$ cat config.mk
export PLATFORM = sky130hd
export DESIGN_NAME = crw_top
export DESIGN_NICKNAME = d
export VERILOG_FILES = /design/src/pkg/crw_pkg.sv /design/src/hw/crw_top.sv
export SDC_FILE = /design/constraint.sdc
export NUM_CORES = 2
export LEC_CHECK = 0
export BUFFER_PORTS_ARGS = -buffer_cell sky130_fd_sc_hd__buf_2
export CAP_MARGIN = 20
export CORE_UTILIZATION = 55
export CTS_BUF_LIST = sky130_fd_sc_hd__clkbuf_2 sky130_fd_sc_hd__clkbuf_4 sky130_fd_sc_hd__clkbuf_8
export DETAILED_ROUTE_END_ITERATION = 7
export PLACE_DENSITY = 0.83
export RECOVER_POWER = 50
export SETUP_SLACK_MARGIN = 0.1
export SYNTH_ARGS = -nofsm -noshare
export SYNTH_HDL_FRONTEND = slang
export SYNTH_SLANG_ARGS = --single-unit
$ cat constraint.sdc
create_clock -name clk_sys_i -period 2.4 [get_ports clk_sys_i]
set_input_delay 0 -clock clk_sys_i [delete_from_list [all_inputs] [get_ports clk_sys_i]]
set_output_delay 0 -clock clk_sys_i [all_outputs]
set_load 0.05 [all_outputs]
$ cat src/pkg/crw_pkg.sv
// constants, enums and bus carriers of the clock, reset and watchdog block
package crw_pkg;

    // ************************************************************
    // sizes
    // ************************************************************
    localparam int NUM_DIV = 16; // all dividers
    localparam int NUM_PER_DIV = 12; // fixed-function peripheral dividers
    localparam int NUM_PLB_DIV = 4; // programmable logic dividers
    localparam int ANA_DIV = 0; // divider that also feeds the analog clock

    // ************************************************************
    // register offsets (byte addresses)
    // ************************************************************
    localparam logic [11:0] OFF_ROOT_SEL = 12'h000;
    localparam logic [11:0] OFF_IMO_FREQ = 12'h004;
    localparam logic [11:0] OFF_STATUS = 12'h008;
    localparam logic [11:0] OFF_WDT_CTRL = 12'h00C;
    localparam logic [11:0] OFF_WDT_MATCH = 12'h010;
    localparam logic [11:0] OFF_WDT_SVC = 12'h014;
    localparam logic [11:0] OFF_WDT_COUNT = 12'h018;
    localparam logic [11:0] OFF_RST_CAUSE = 12'h01C;
    localparam logic [11:0] OFF_SW_RST = 12'h020;
    localparam logic [11:0] OFF_PWR_REQ = 12'h024;
    localparam logic [11:0] OFF_DIV_BASE = 12'h040; // divider i at base + 4*i

    // ************************************************************
    // field positions and keys
    // ************************************************************
    localparam int ST_PM_LSB = 0; // status: power mode, 6 bits
    localparam int ST_WS_LSB = 6; // status: flash wait states, 2 bits
    localparam int ST_BUSY_BIT = 8; // status: clock switch in progress
    localparam int ST_PG_BIT = 9; // status: supply good
    localparam int CAUSE_EXTERNAL_RESET_PIN = 0;
    localparam int CAUSE_SW = 1;
    localparam int CAUSE_WDT = 2;
    localparam int CAUSE_BOD = 3;
    localparam logic [31:0] WDT_SVC_KEY = 32'h0000_5A5A;
    localparam logic [31:0] SW_RST_KEY = 32'h0000_A5A5;

    // ************************************************************
    // reset values and frequencies
    // ************************************************************
    localparam logic [5:0] IMO_RST_MHZ = 6'h18; // 24 MHz
    localparam logic [5:0] IMO_MIN_MHZ = 6'h03;
    localparam logic [5:0] IMO_MAX_MHZ = 6'h30; // 48 MHz
    localparam logic [5:0] PLL_MHZ = 6'h30; // pll output from the crystal
    localparam logic [5:0] UNKNOWN_MHZ = 6'h30; // other sources: worst case
    localparam logic [5:0] WS2_ABOVE_MHZ = 6'h18;
    localparam logic [5:0] WS1_ABOVE_MHZ = 6'h0C;
    localparam logic [1:0] WS_AT_48 = 2'h2;
    localparam logic [1:0] WS_AT_24 = 2'h1;
    localparam logic [1:0] WS_SLOW = 2'h0;
    localparam logic [15:0] WDT_MATCH_RST = 16'hFFFF;

    // ************************************************************
    // timing
    // ************************************************************
    localparam int CLK_PERIOD_NS = 10;
    localparam int SWITCH_GAP_NS = 30; // both clocks held off this long
    localparam int RST_HOLD_NS = 80; // chip reset pulse width
    localparam logic [2:0] SWITCH_GAP_CYC =
        3'((SWITCH_GAP_NS + CLK_PERIOD_NS - 1) / CLK_PERIOD_NS);
    localparam logic [3:0] RST_HOLD_CYC =
        4'((RST_HOLD_NS + CLK_PERIOD_NS - 1) / CLK_PERIOD_NS);

    // ************************************************************
    // enums and carriers
    // ************************************************************
    typedef enum logic [2:0] {
        SRC_IMO = 3'h0, SRC_HFXO = 3'h1, SRC_WCO = 3'h2,
        SRC_PLL = 3'h3, SRC_LSO = 3'h4, SRC_EXT = 3'h5
    } crw_src_t;

    typedef enum logic [5:0] {
        PM_POR = 6'h01, PM_ACTIVE = 6'h02, PM_SLEEP = 6'h04,
        PM_DEEP = 6'h08, PM_HIBER = 6'h10, PM_STOP = 6'h20
    } crw_pmode_t;

    localparam logic [2:0] PREQ_SLEEP = 3'h1;
    localparam logic [2:0] PREQ_DEEP = 3'h2;
    localparam logic [2:0] PREQ_HIBER = 3'h3;
    localparam logic [2:0] PREQ_STOP = 3'h4;

    typedef struct packed {
        logic psel;
        logic penable;
        logic pwrite;
        logic [11:0] paddr;
        logic [31:0] pwdata;
    } crw_apb_req_t;

    typedef struct packed {
        logic [31:0] prdata;
        logic pready;
        logic pslverr;
    } crw_apb_rsp_t;

endpackage : crw_pkg

$ cat src/hw/crw_top.sv
// clock selection, dividers, flash wait states, watchdog, reset and power control
//
// Overview of operation
// - sixteen 16-bit dividers of the root clock
// - twelve peripheral dividers, four programmable-logic dividers
// - source switch free of glitches and metastability
// - root selector offers six oscillator sources
// - analog clock leads the digital clock of divider 0 by one cycle
// - main oscillator 24 MHz, 3..48 step 1
// - pll makes 48 MHz from the crystal
// - two flash wait states at 48 MHz
// - one flash wait state at 24 MHz
// - watchdog counts low-speed oscillator ticks
// - watchdog keeps counting in deep sleep
// - missed watchdog service resets the chip
// - watchdog reset flagged in reset cause
// - reset cause survives the reset it reports
// - every reset forces defined state
// - software reset and dedicated external reset pin
// - brown-out resets, low voltage interrupts
// - power-on waits for supply good
// - six power modes managed here
`timescale 1ns/1ps
`default_nettype none

module crw_top import crw_pkg::*; (
    input wire logic clk_sys_i,
    input wire logic rst_i,
    input wire crw_apb_req_t apb_req_i,
    output crw_apb_rsp_t apb_rsp_o,
    input wire logic lso_clk_i,
    input wire logic external_reset_pin_n_i,
    input wire logic brownout_detector_i,
    input wire logic low_voltage_detector_i,
    input wire logic supply_good_i,
    input wire logic wake_i,
    output logic [2:0] root_sel_o,
    output logic root_gate_o,
    output logic pll_enable_o,
    output logic [5:0] imo_freq_o,
    output logic [1:0] flash_wait_states_o,
    output logic [NUM_PER_DIV-1:0] per_clk_en_o,
    output logic [NUM_PLB_DIV-1:0] plb_clk_en_o,
    output logic analog_clk_en_o,
    output logic chip_reset_o,
    output logic low_voltage_irq_o,
    output logic [5:0] power_mode_o
);

    // ************************************************************
    // state
    // ************************************************************
    typedef struct packed {
        crw_apb_rsp_t rsp; // registered bus answer
        crw_src_t root_req; // source software asked for
        crw_src_t root_sel; // source in use
        logic gate; // root clock let through
        logic [2:0] gap; // cycles left with clocks off
        logic pll_en;
        logic [5:0] internal_main_oscillator; // main oscillator setting in MHz
        logic [1:0] ws; // flash wait states
        logic [NUM_DIV-1:0][15:0] dpend; // written divide values
        logic [NUM_DIV-1:0][15:0] dcnt; // running down-counters
        logic [NUM_DIV-1:0] dout; // one-cycle enables
        logic ana; // analog enable, one cycle ahead
        logic wen;
        logic [15:0] wmatch;
        logic [15:0] wcnt;
        logic [3:0] cause; // sticky reset causes
        logic [3:0] rcnt; // chip reset cycles left
        logic chip_rst;
        logic [1:0] lso_s; // synchronisers: [0] feeds [1] only
        logic lso_p;
        logic [1:0] external_reset_pin_s;
        logic [1:0] bod_s;
        logic [1:0] lvd_s;
        logic [1:0] pg_s;
        logic [1:0] wake_s;
        logic lvd_q;
        crw_pmode_t pm;
    } crw_st_t;

    crw_st_t s_q; // registered state
    crw_st_t s_d; // next state
    crw_st_t keep; // next state saved across a chip reset
    logic acc; // access phase
    logic wr; // write committed this edge
    logic hit; // address mapped
    logic [31:0] rd; // read mux
    logic [4:0] dsel; // divider decode {hit, index}
    logic lso_edge; // one tick of the slow oscillator
    logic wdt_to; // watchdog expiry
    logic svc; // watchdog serviced
    logic sw_rst; // software reset request
    logic [3:0] cset; // cause bits set now
    logic [3:0] cclr; // cause bits cleared by software
    logic [2:0] preq; // power mode request
    logic preq_v;

    // ************************************************************
    // helpers
    // ************************************************************
    // reset image; cause starts clear only at power-on
    function automatic crw_st_t init_st();
        crw_st_t s;
        s = '0;
        s.internal_main_oscillator = IMO_RST_MHZ;
        s.gate = 1'b1;
        s.wmatch = WDT_MATCH_RST;
        s.pm = PM_POR;
        return s;
    endfunction : init_st

    // divider register decode, shared by reads and writes
    function automatic logic [4:0] div_dec(input logic [11:0] a);
        logic [11:0] off;
        off = a - OFF_DIV_BASE;
        div_dec = {(a >= OFF_DIV_BASE) && (off < 12'h040) && (off[1:0] == 2'h0),
                   off[5:2]};
    endfunction : div_dec

    // clock rate of a source, for wait-state choice
    function automatic logic [5:0] src_mhz(input crw_src_t s, input logic [5:0] internal_main_oscillator);
        src_mhz = (s == SRC_IMO) ? internal_main_oscillator : ((s == SRC_PLL) ? PLL_MHZ : UNKNOWN_MHZ);
    endfunction : src_mhz

    // wait states per clock rate
    function automatic logic [1:0] ws_for(input logic [5:0] mhz);
        if (mhz > WS2_ABOVE_MHZ) begin
            ws_for = WS_AT_48;
        end else if (mhz > WS1_ABOVE_MHZ) begin
            ws_for = WS_AT_24;
        end else begin
            ws_for = WS_SLOW;
        end
    endfunction : ws_for

    // ************************************************************
    // bus decode
    // ************************************************************
    // one wait state: pready rises in the access phase, the write lands next edge
    always_comb begin
        acc = apb_req_i.psel & apb_req_i.penable;
        wr = acc & s_q.rsp.pready & apb_req_i.pwrite & ~s_q.chip_rst;
        dsel = div_dec(apb_req_i.paddr);
        rd = '0;
        hit = 1'b1;
        case (apb_req_i.paddr)
            OFF_ROOT_SEL: rd[2:0] = s_q.root_req;
            OFF_IMO_FREQ: rd[5:0] = s_q.internal_main_oscillator;
            OFF_STATUS: begin
                rd[ST_PM_LSB +: 6] = s_q.pm;
                rd[ST_WS_LSB +: 2] = s_q.ws;
                rd[ST_BUSY_BIT] = ~s_q.gate | (s_q.root_sel != s_q.root_req);
                rd[ST_PG_BIT] = s_q.pg_s[1];
            end
            OFF_WDT_CTRL: rd[0] = s_q.wen;
            OFF_WDT_MATCH: rd[15:0] = s_q.wmatch;
            OFF_WDT_SVC: rd = '0; // write only
            OFF_WDT_COUNT: rd[15:0] = s_q.wcnt;
            OFF_RST_CAUSE: rd[3:0] = s_q.cause;
            OFF_SW_RST: rd = '0; // write only
            OFF_PWR_REQ: rd = '0; // write only
            default: begin
                // divider window, else unmapped
                if (dsel[4]) begin
                    rd[15:0] = s_q.dpend[dsel[3:0]];
                end else begin
                    hit = 1'b0;
                end
            end
        endcase
    end

    // ************************************************************
    // next state
    // ************************************************************
    always_comb begin
        s_d = s_q;
        keep = s_q;
        svc = 1'b0;
        sw_rst = 1'b0;
        cclr = '0;
        preq = '0;
        preq_v = 1'b0;
        // bus answer, one cycle wide
        s_d.rsp.pready = acc & ~s_q.rsp.pready;
        s_d.rsp.pslverr = acc & ~s_q.rsp.pready & ~hit;
        if (acc & ~s_q.rsp.pready) begin
            s_d.rsp.prdata = rd;
        end
        // pin synchronisers
        s_d.lso_s = {s_q.lso_s[0], lso_clk_i};
        s_d.external_reset_pin_s = {s_q.external_reset_pin_s[0], external_reset_pin_n_i};
        s_d.bod_s = {s_q.bod_s[0], brownout_detector_i};
        s_d.lvd_s = {s_q.lvd_s[0], low_voltage_detector_i};
        s_d.pg_s = {s_q.pg_s[0], supply_good_i};
        s_d.wake_s = {s_q.wake_s[0], wake_i};
        s_d.lso_p = s_q.lso_s[1];
        lso_edge = s_q.lso_s[1] & ~s_q.lso_p;
        s_d.lvd_q = s_q.lvd_s[1]; // interrupt only, no reset

        // register writes
        if (wr) begin
            case (apb_req_i.paddr)
                OFF_ROOT_SEL: begin
                    if (apb_req_i.pwdata[2:0] <= SRC_EXT) begin
                        s_d.root_req = crw_src_t'(apb_req_i.pwdata[2:0]);
                    end
                end
                OFF_IMO_FREQ: begin
                    // out-of-range settings are dropped
                    if ((apb_req_i.pwdata >= 32'(IMO_MIN_MHZ)) &&
                        (apb_req_i.pwdata <= 32'(IMO_MAX_MHZ))) begin
                        s_d.internal_main_oscillator = apb_req_i.pwdata[5:0];
                    end
                end
                OFF_WDT_CTRL: s_d.wen = apb_req_i.pwdata[0];
                OFF_WDT_MATCH: s_d.wmatch = apb_req_i.pwdata[15:0];
                OFF_WDT_SVC: svc = (apb_req_i.pwdata == WDT_SVC_KEY);
                OFF_RST_CAUSE: cclr = apb_req_i.pwdata[3:0];
                OFF_SW_RST: sw_rst = (apb_req_i.pwdata == SW_RST_KEY);
                OFF_PWR_REQ: begin
                    preq = apb_req_i.pwdata[2:0];
                    preq_v = 1'b1;
                end
                default: begin
                    // new divide value waits for the period end
                    if (dsel[4]) begin
                        s_d.dpend[dsel[3:0]] = apb_req_i.pwdata[15:0];
                    end
                end
            endcase
        end

        // dividers: period is value+1 root cycles
        for (int i = 0; i < NUM_DIV; i++) begin
            s_d.dout[i] = 1'b0;
            if (s_q.dcnt[i] == 16'h0000) begin
                s_d.dcnt[i] = s_q.dpend[i];
                s_d.dout[i] = 1'b1;
            end else begin
                s_d.dcnt[i] = s_q.dcnt[i] - 16'h0001;
            end
        end
        // analog enable one cycle before its digital twin
        s_d.ana = (s_q.dcnt[ANA_DIV] == 16'h0001) ||
                  ((s_q.dcnt[ANA_DIV] == 16'h0000) && (s_q.dpend[ANA_DIV] == 16'h0000));

        // root switch: gate off, wait, move select, wait, gate on
        if (s_q.gap != 3'h0) begin
            s_d.gap = s_q.gap - 3'h1;
        end else if (!s_q.gate && (s_q.root_sel != s_q.root_req)) begin
            s_d.root_sel = s_q.root_req;
            s_d.gap = SWITCH_GAP_CYC;
        end else if (!s_q.gate) begin
            s_d.gate = 1'b1;
        end else if (s_q.root_sel != s_q.root_req) begin
            s_d.gate = 1'b0;
            s_d.gap = SWITCH_GAP_CYC;
        end
        s_d.pll_en = (s_q.root_req == SRC_PLL) || (s_q.root_sel == SRC_PLL);
        // wait states cover both old and new source during a switch
        if (ws_for(src_mhz(s_q.root_req, s_q.internal_main_oscillator)) > ws_for(src_mhz(s_q.root_sel, s_q.internal_main_oscillator))) begin
            s_d.ws = ws_for(src_mhz(s_q.root_req, s_q.internal_main_oscillator));
        end else begin
            s_d.ws = ws_for(src_mhz(s_q.root_sel, s_q.internal_main_oscillator));
        end

        // watchdog runs off slow ticks in every power mode
        wdt_to = s_q.wen & lso_edge & (s_q.wcnt >= s_q.wmatch);
        if (svc) begin
            s_d.wcnt = '0;
        end else if (s_q.wen & lso_edge) begin
            s_d.wcnt = wdt_to ? 16'h0000 : s_q.wcnt + 16'h0001;
        end

        // power mode sequencing
        unique case (s_q.pm)
            PM_POR: begin
                if (s_q.pg_s[1]) begin
                    s_d.pm = PM_ACTIVE;
                end
            end
            PM_ACTIVE: begin
                if (preq_v) begin
                    case (preq)
                        PREQ_SLEEP: s_d.pm = PM_SLEEP;
                        PREQ_DEEP: s_d.pm = PM_DEEP;
                        PREQ_HIBER: s_d.pm = PM_HIBER;
                        PREQ_STOP: s_d.pm = PM_STOP;
                        default: s_d.pm = PM_ACTIVE;
                    endcase
                end
            end
            PM_SLEEP, PM_DEEP, PM_HIBER, PM_STOP: begin
                if (s_q.wake_s[1]) begin
                    s_d.pm = PM_ACTIVE;
                end
            end
            default: s_d.pm = PM_POR;
        endcase

        // reset sources; a set beats a clear in the same cycle
        cset = '0;
        cset[CAUSE_EXTERNAL_RESET_PIN] = ~s_q.external_reset_pin_s[1];
        cset[CAUSE_SW] = sw_rst;
        cset[CAUSE_WDT] = wdt_to;
        cset[CAUSE_BOD] = s_q.bod_s[1];
        s_d.cause = (s_q.cause & ~cclr) | cset;
        if (|cset) begin
            s_d.rcnt = RST_HOLD_CYC;
        end else if (s_q.rcnt != 4'h0) begin
            s_d.rcnt = s_q.rcnt - 4'h1;
        end
        s_d.chip_rst = (s_d.rcnt != 4'h0);

        // chip reset wipes all but bus answer, causes, reset counter and flag, synchronisers, slow-tick edge register and low-voltage interrupt flag
        if (s_q.chip_rst) begin
            keep = s_d;
            s_d = init_st();
            s_d.rsp = keep.rsp;
            s_d.cause = keep.cause;
            s_d.rcnt = keep.rcnt;
            s_d.chip_rst = keep.chip_rst;
            s_d.lso_s = keep.lso_s;
            s_d.lso_p = keep.lso_p;
            s_d.external_reset_pin_s = keep.external_reset_pin_s;
            s_d.bod_s = keep.bod_s;
            s_d.lvd_s = keep.lvd_s;
            s_d.pg_s = keep.pg_s;
            s_d.wake_s = keep.wake_s;
            s_d.lvd_q = keep.lvd_q;
        end
    end

    // ************************************************************
    // registers
    // ************************************************************
    // power-on reset loads the reset image for everything, causes included
    always_ff @(posedge clk_sys_i) begin
        if (rst_i) begin
            s_q <= init_st();
        end else begin
            s_q <= s_d;
        end
    end

    // outputs, all straight from state
    assign apb_rsp_o = s_q.rsp;
    assign root_sel_o = s_q.root_sel;
    assign root_gate_o = s_q.gate;
    assign pll_enable_o = s_q.pll_en;
    assign imo_freq_o = s_q.internal_main_oscillator;
    assign flash_wait_states_o = s_q.ws;
    assign per_clk_en_o = s_q.dout[NUM_PER_DIV-1:0];
    assign plb_clk_en_o = s_q.dout[NUM_DIV-1:NUM_PER_DIV];
    assign analog_clk_en_o = s_q.ana;
    assign chip_reset_o = s_q.chip_rst;
    assign low_voltage_irq_o = s_q.lvd_q;
    assign power_mode_o = s_q.pm;
endmodule : crw_top

`default_nettype wire

==> qor_table.md <==
| Step | Result | Value |
| --- | --- | --- |
| run status | Result of the run | completed |
| setup path | Startpoint types | register |
| timing | Setup slack of the critical path after layout | 120 ps |
| synth | Parity-gate share of the synthesized area counting xor and xnor cells | 5.80% |
| global routing | Total congestion overflow | 0 |
| cells and area | Fin cells | 4503 |
| place | Cell total after placement | 4282 |
| clock network | H-tree depth | 3 |
| synth | Leading register cell type out of synthesis | dfxtp_1 |
| setup path | Master of the slowest instance on the critical path | or2_2 |
| synth | Count of cell types in the netlist | 78 |
| synth | Dominant combinational cell family by area after synthesis | simple AND/OR/NAND/NOR gates |
| synth | Main area contributors after synthesis | dfxtp_1 42%, nand2_1 7.7%, a21oi_1 6.2%, mux4_2 4.8%, nor2_1 4.0% |
| power and ir drop | P_leak | 12.7 nW |
| timing | Total of endpoints with negative setup slack in the final report | 0 |
| clock network | CTS tree | done |
| timing | Final number of hold-violating endpoints | 0 |
| setup path | Most common cell type on the critical path | buf_4 |
| cells and area | Area growth from synthesis to layout | 13.7% |
| synth | Synth Area in Compound Gates | 16.4% |
| synth | Synthesized area per cell | 8.40 sq um |
| timing | Final worst-path cycle share | 95.0% |
| cells and area | Share of layout cells above drive strength 1 | 14.3% |
| synth | Multiplexer share of the synthesized area | 5.73% |
| synth | Fraction of the mapped netlist area in simple logic gates | 22.0% |
| synth | Leading cell type by number of instances after synthesis | dfxtp_1 |
| synth | Commonest cells in the synthesized netlist | 628 x dfxtp_1, 617 x nand2_1, 374 x a21oi_1 |
| synth | Count of yosys warnings during synthesis | 0 |
| setup path | Data required time at the worst endpoint | 2980 ps |
| synth | Cells after synthesis | 3581 |
| job | Number of max-cap violations | 0 |
| drt | Routed WL | 95.5 mm |
| synth | Fraction of post-synthesis cell area in the top cell type by area | 41.8% |
| global routing | Largest net degree at the start of global routing | 63 |
| synth | Share of async-settable or async-resettable flops after synthesis | 0% |
| place | Gpl congestion | 1.05 |
| floorplan | Width of the chip | 236 microns |
| synth | Post-synth EDFFs | 0 |
| timing | Post-Route Hold Slack | 4.71 ps |
| clock network | Largest buffer count on any clock path | 3 |
| drt | Post-route ant nets | 0 |
| place | Half-perimeter wire length of the detailed placement result | 66.4 mm |
| floorplan | Height of the die | 236 microns |
| setup path | Data arrival time at the worst-slack endpoint | 2860 ps |
| floorplan | Placeable core region | 53900 sq um |
| power and ir drop | Power per cell area | 1170 nW/um^2 |
| cells and area | Post-Layout Inst Area | 34200 sq um |
| synth | Adder and majority gate portion of the synthesized area | 2.37% |
| cells and area | Utilization of the core after routing | 63.4% |
| global routing | GRT Total Usage | 33.5% |
| cells and area | Net count, final | 3842 |
| timing | Max Clock Freq | 439 MHz |
| timing | Final setup skew | 39.7 ps |
| setup path | Peak per-stage delay on the critical path | 670 ps |
| floorplan | Die footprint | 55600 sq um |
| power and ir drop | Max IR drop VDD | 876 uV |
| setup path | Count of buffer and inverter cells on the critical path | 3 |
| place | Quantity of I/O buffers inserted on ports | 110 |
| min path | Class of the most critical hold timing path | primary input to register |
| synth | Number of synthesized register bits | 628 |
| clock network | Clk pin slew, worst setup/hold paths | 60 ps |
| timing | Total count of max-transition violations in the final report | 0 |
| setup path | Cell-by-cell trace of the critical path | buf_4, or2_2, buf_12, buf_4, a211oi_1 |
| global routing | Antenna violations before repair | 3 |
| timing | Worst slew slack as a fraction of its limit | 17.7% |
| drt | Post-route DRC | 0 |
| floorplan | Initial standard-cell utilization of the core | 55.8% |
| drt | Via count | 28170 |
| timing | Time the worst path needs with I/O delays and setup | 2280 ps |
| floorplan | Number of top-level pins | 127 |
| timing | Worst Max-Slew Pin Slew | 1230 ps |
| clock network | Number of clock sinks | 628 |
| drt | Initial detailed-routing violation count | 3273 |
| synth | Seq/Total Area, Yosys | 41.8% |
| timing | Unrepaired setup endpoints after global routing | yes |
| clock network | Total clock buffers created by CTS | 100 |
| place | Post-placement cell area | 31700 sq um |
| floorplan | Floorplan row count | 85 |
| setup path | Kind of critical path | register to register |
| clock network | Clock latency on the worst-skew pair | 740 ps |
| clock network | CTS root buffer | clkbuf_8 |
| setup path | Highest fanout seen on the critical path | 37 |
| cells and area | # fillers | 4285 |
| place | Post-placement setup slack | -22.0 ps |
| setup path | Cell class contributing the biggest share of worst-path delay | buffers and inverters |
| drt | Detail-routed via count per cell | 6.26 |
| drt | Average wire per standard cell | 21.2 microns |
| synth | Summed instance area of the synthesized netlist | 30100 sq um |
| setup path | Capturing element type of the critical path | register |
| synth | Cell type contributing the most total cell area after synthesis | dfxtp_1 |
| global routing | First-pass GRT wire length | 148 mm |
| drt | Router iterations before antenna repair | 8 |
| global routing | Vias in the first global route | 26580 |
layout make-up:
class	count	area (sq um)	area share, %
diodes	1	2.50	0.00732
clock buffers	149	1910	5.60
clock inverters	29	325	0.952
inverters	71	267	0.780
multi-input cells	2585	15900	46.4
flip-flops and latches	628	12600	36.8
well taps	696	871	2.55
repair buffers	344	2370	6.92
path summary, 6_finish.rpt:
path	cells past startpoint	startpoint	slack, ps	to
setup / recovery	5	chip_reset_o	120	s_q[197]
hold / removal	6	apb_req_i[30]	5	imo_freq_o[5]
setup reg to reg	5	chip_reset_o	120	s_q[197]
hold reg to reg	1	s_q[12]	440	low_voltage_irq_o
sequential cells by signal (all words and copies together) (netlist names):
register and cells:
power_mode_o 6, low_voltage_irq_o 1, pll_enable_o 1, analog_clk_en_o 1, chip_reset_o 1, root_sel_o 3
imo_freq_o 6, flash_wait_states_o 2, root_gate_o 1, plb_clk_en_o 4, apb_rsp_o 18, cset 1
s_q 571, per_clk_en_o 12
routing by layer:
| metal | routed length [microns] | vias to the layer above | part of all wire, % | GRT usage [%] |
|---|---|---|---|---|
| met3 | 10300 | 395 | 11 | 7.28 |
| met1 | 37300 | 13311 | 39 | 43.3 |
| met4 | 5810 | 4 | 6.1 | 19.7 |
| met2 | 42100 | 1581 | 44 | 51.7 |
| met5 | 28 | - | 0.029 | 0 |
| li1 | - | 12879 | - | - |
worst reg2reg max path, cell delays in order (launching register included):
cell,delay (ps)
dfxtp_1,440
buf_4,210
or2_2,670
buf_12,290
buf_4,440
a211oi_1,110
cells by family (layout without fill, tap and decap cells):
group,after synthesis,after routing
other,1,17
buffers and inverters,386,593
muxes,92,92
DFF,628,628
adders and majority gates,57,57
AOI/OAI and AO/OA,794,794
and+or+nand+nor,1424,1427
xor gates and xnor gates,199,199
report_power, final:
part	switching (mW)	internal, mW
logic	9.76	6.64
registers	1.32	11.9
clock network	4.49	5.69
cells in the final DEF (no fill, tap or decap), types with 27 or more instances in the layout:
cell type	netlist	routed
a211oi_1	146	146
a21oi_1	374	374
a22oi_1	28	28
buf_2	29	51
buf_4	67	155
clkbuf_1	204	76
clkbuf_8	0	127
dfxtp_1	628	627
dlygate4sd3_1	0	38
ha_1	57	57
inv_1	71	71
mux2i_1	27	27
mux4_2	64	64
nand2_1	617	617
nand3_1	71	71
nand4_1	31	31
nor2_1	320	313
nor2b_1	31	30
nor3_1	118	118
nor4_1	60	60
o21ai_0	100	93
or4_1	34	34
xnor2_1	118	118
xor2_1	81	81
timing repair:
action	4_1_cts	5_1_grt
setup endpoints to repair	38	102
gates cloned	1	2
pin swaps	1	3
resized for setup	6	18
hold endpoints to repair	395	0
hold buffers	38	0
setup buffers	0	1
stage by stage:
step	power, mW	setup TNS [ps]
after CTS	39.8	0
after detailed placement	29.3	-87.0
final	39.9	0
after global placement	28.8	0
after global routing	42.4	0
after floorplan	26.0	0
(Power assumes the default switching activity.)
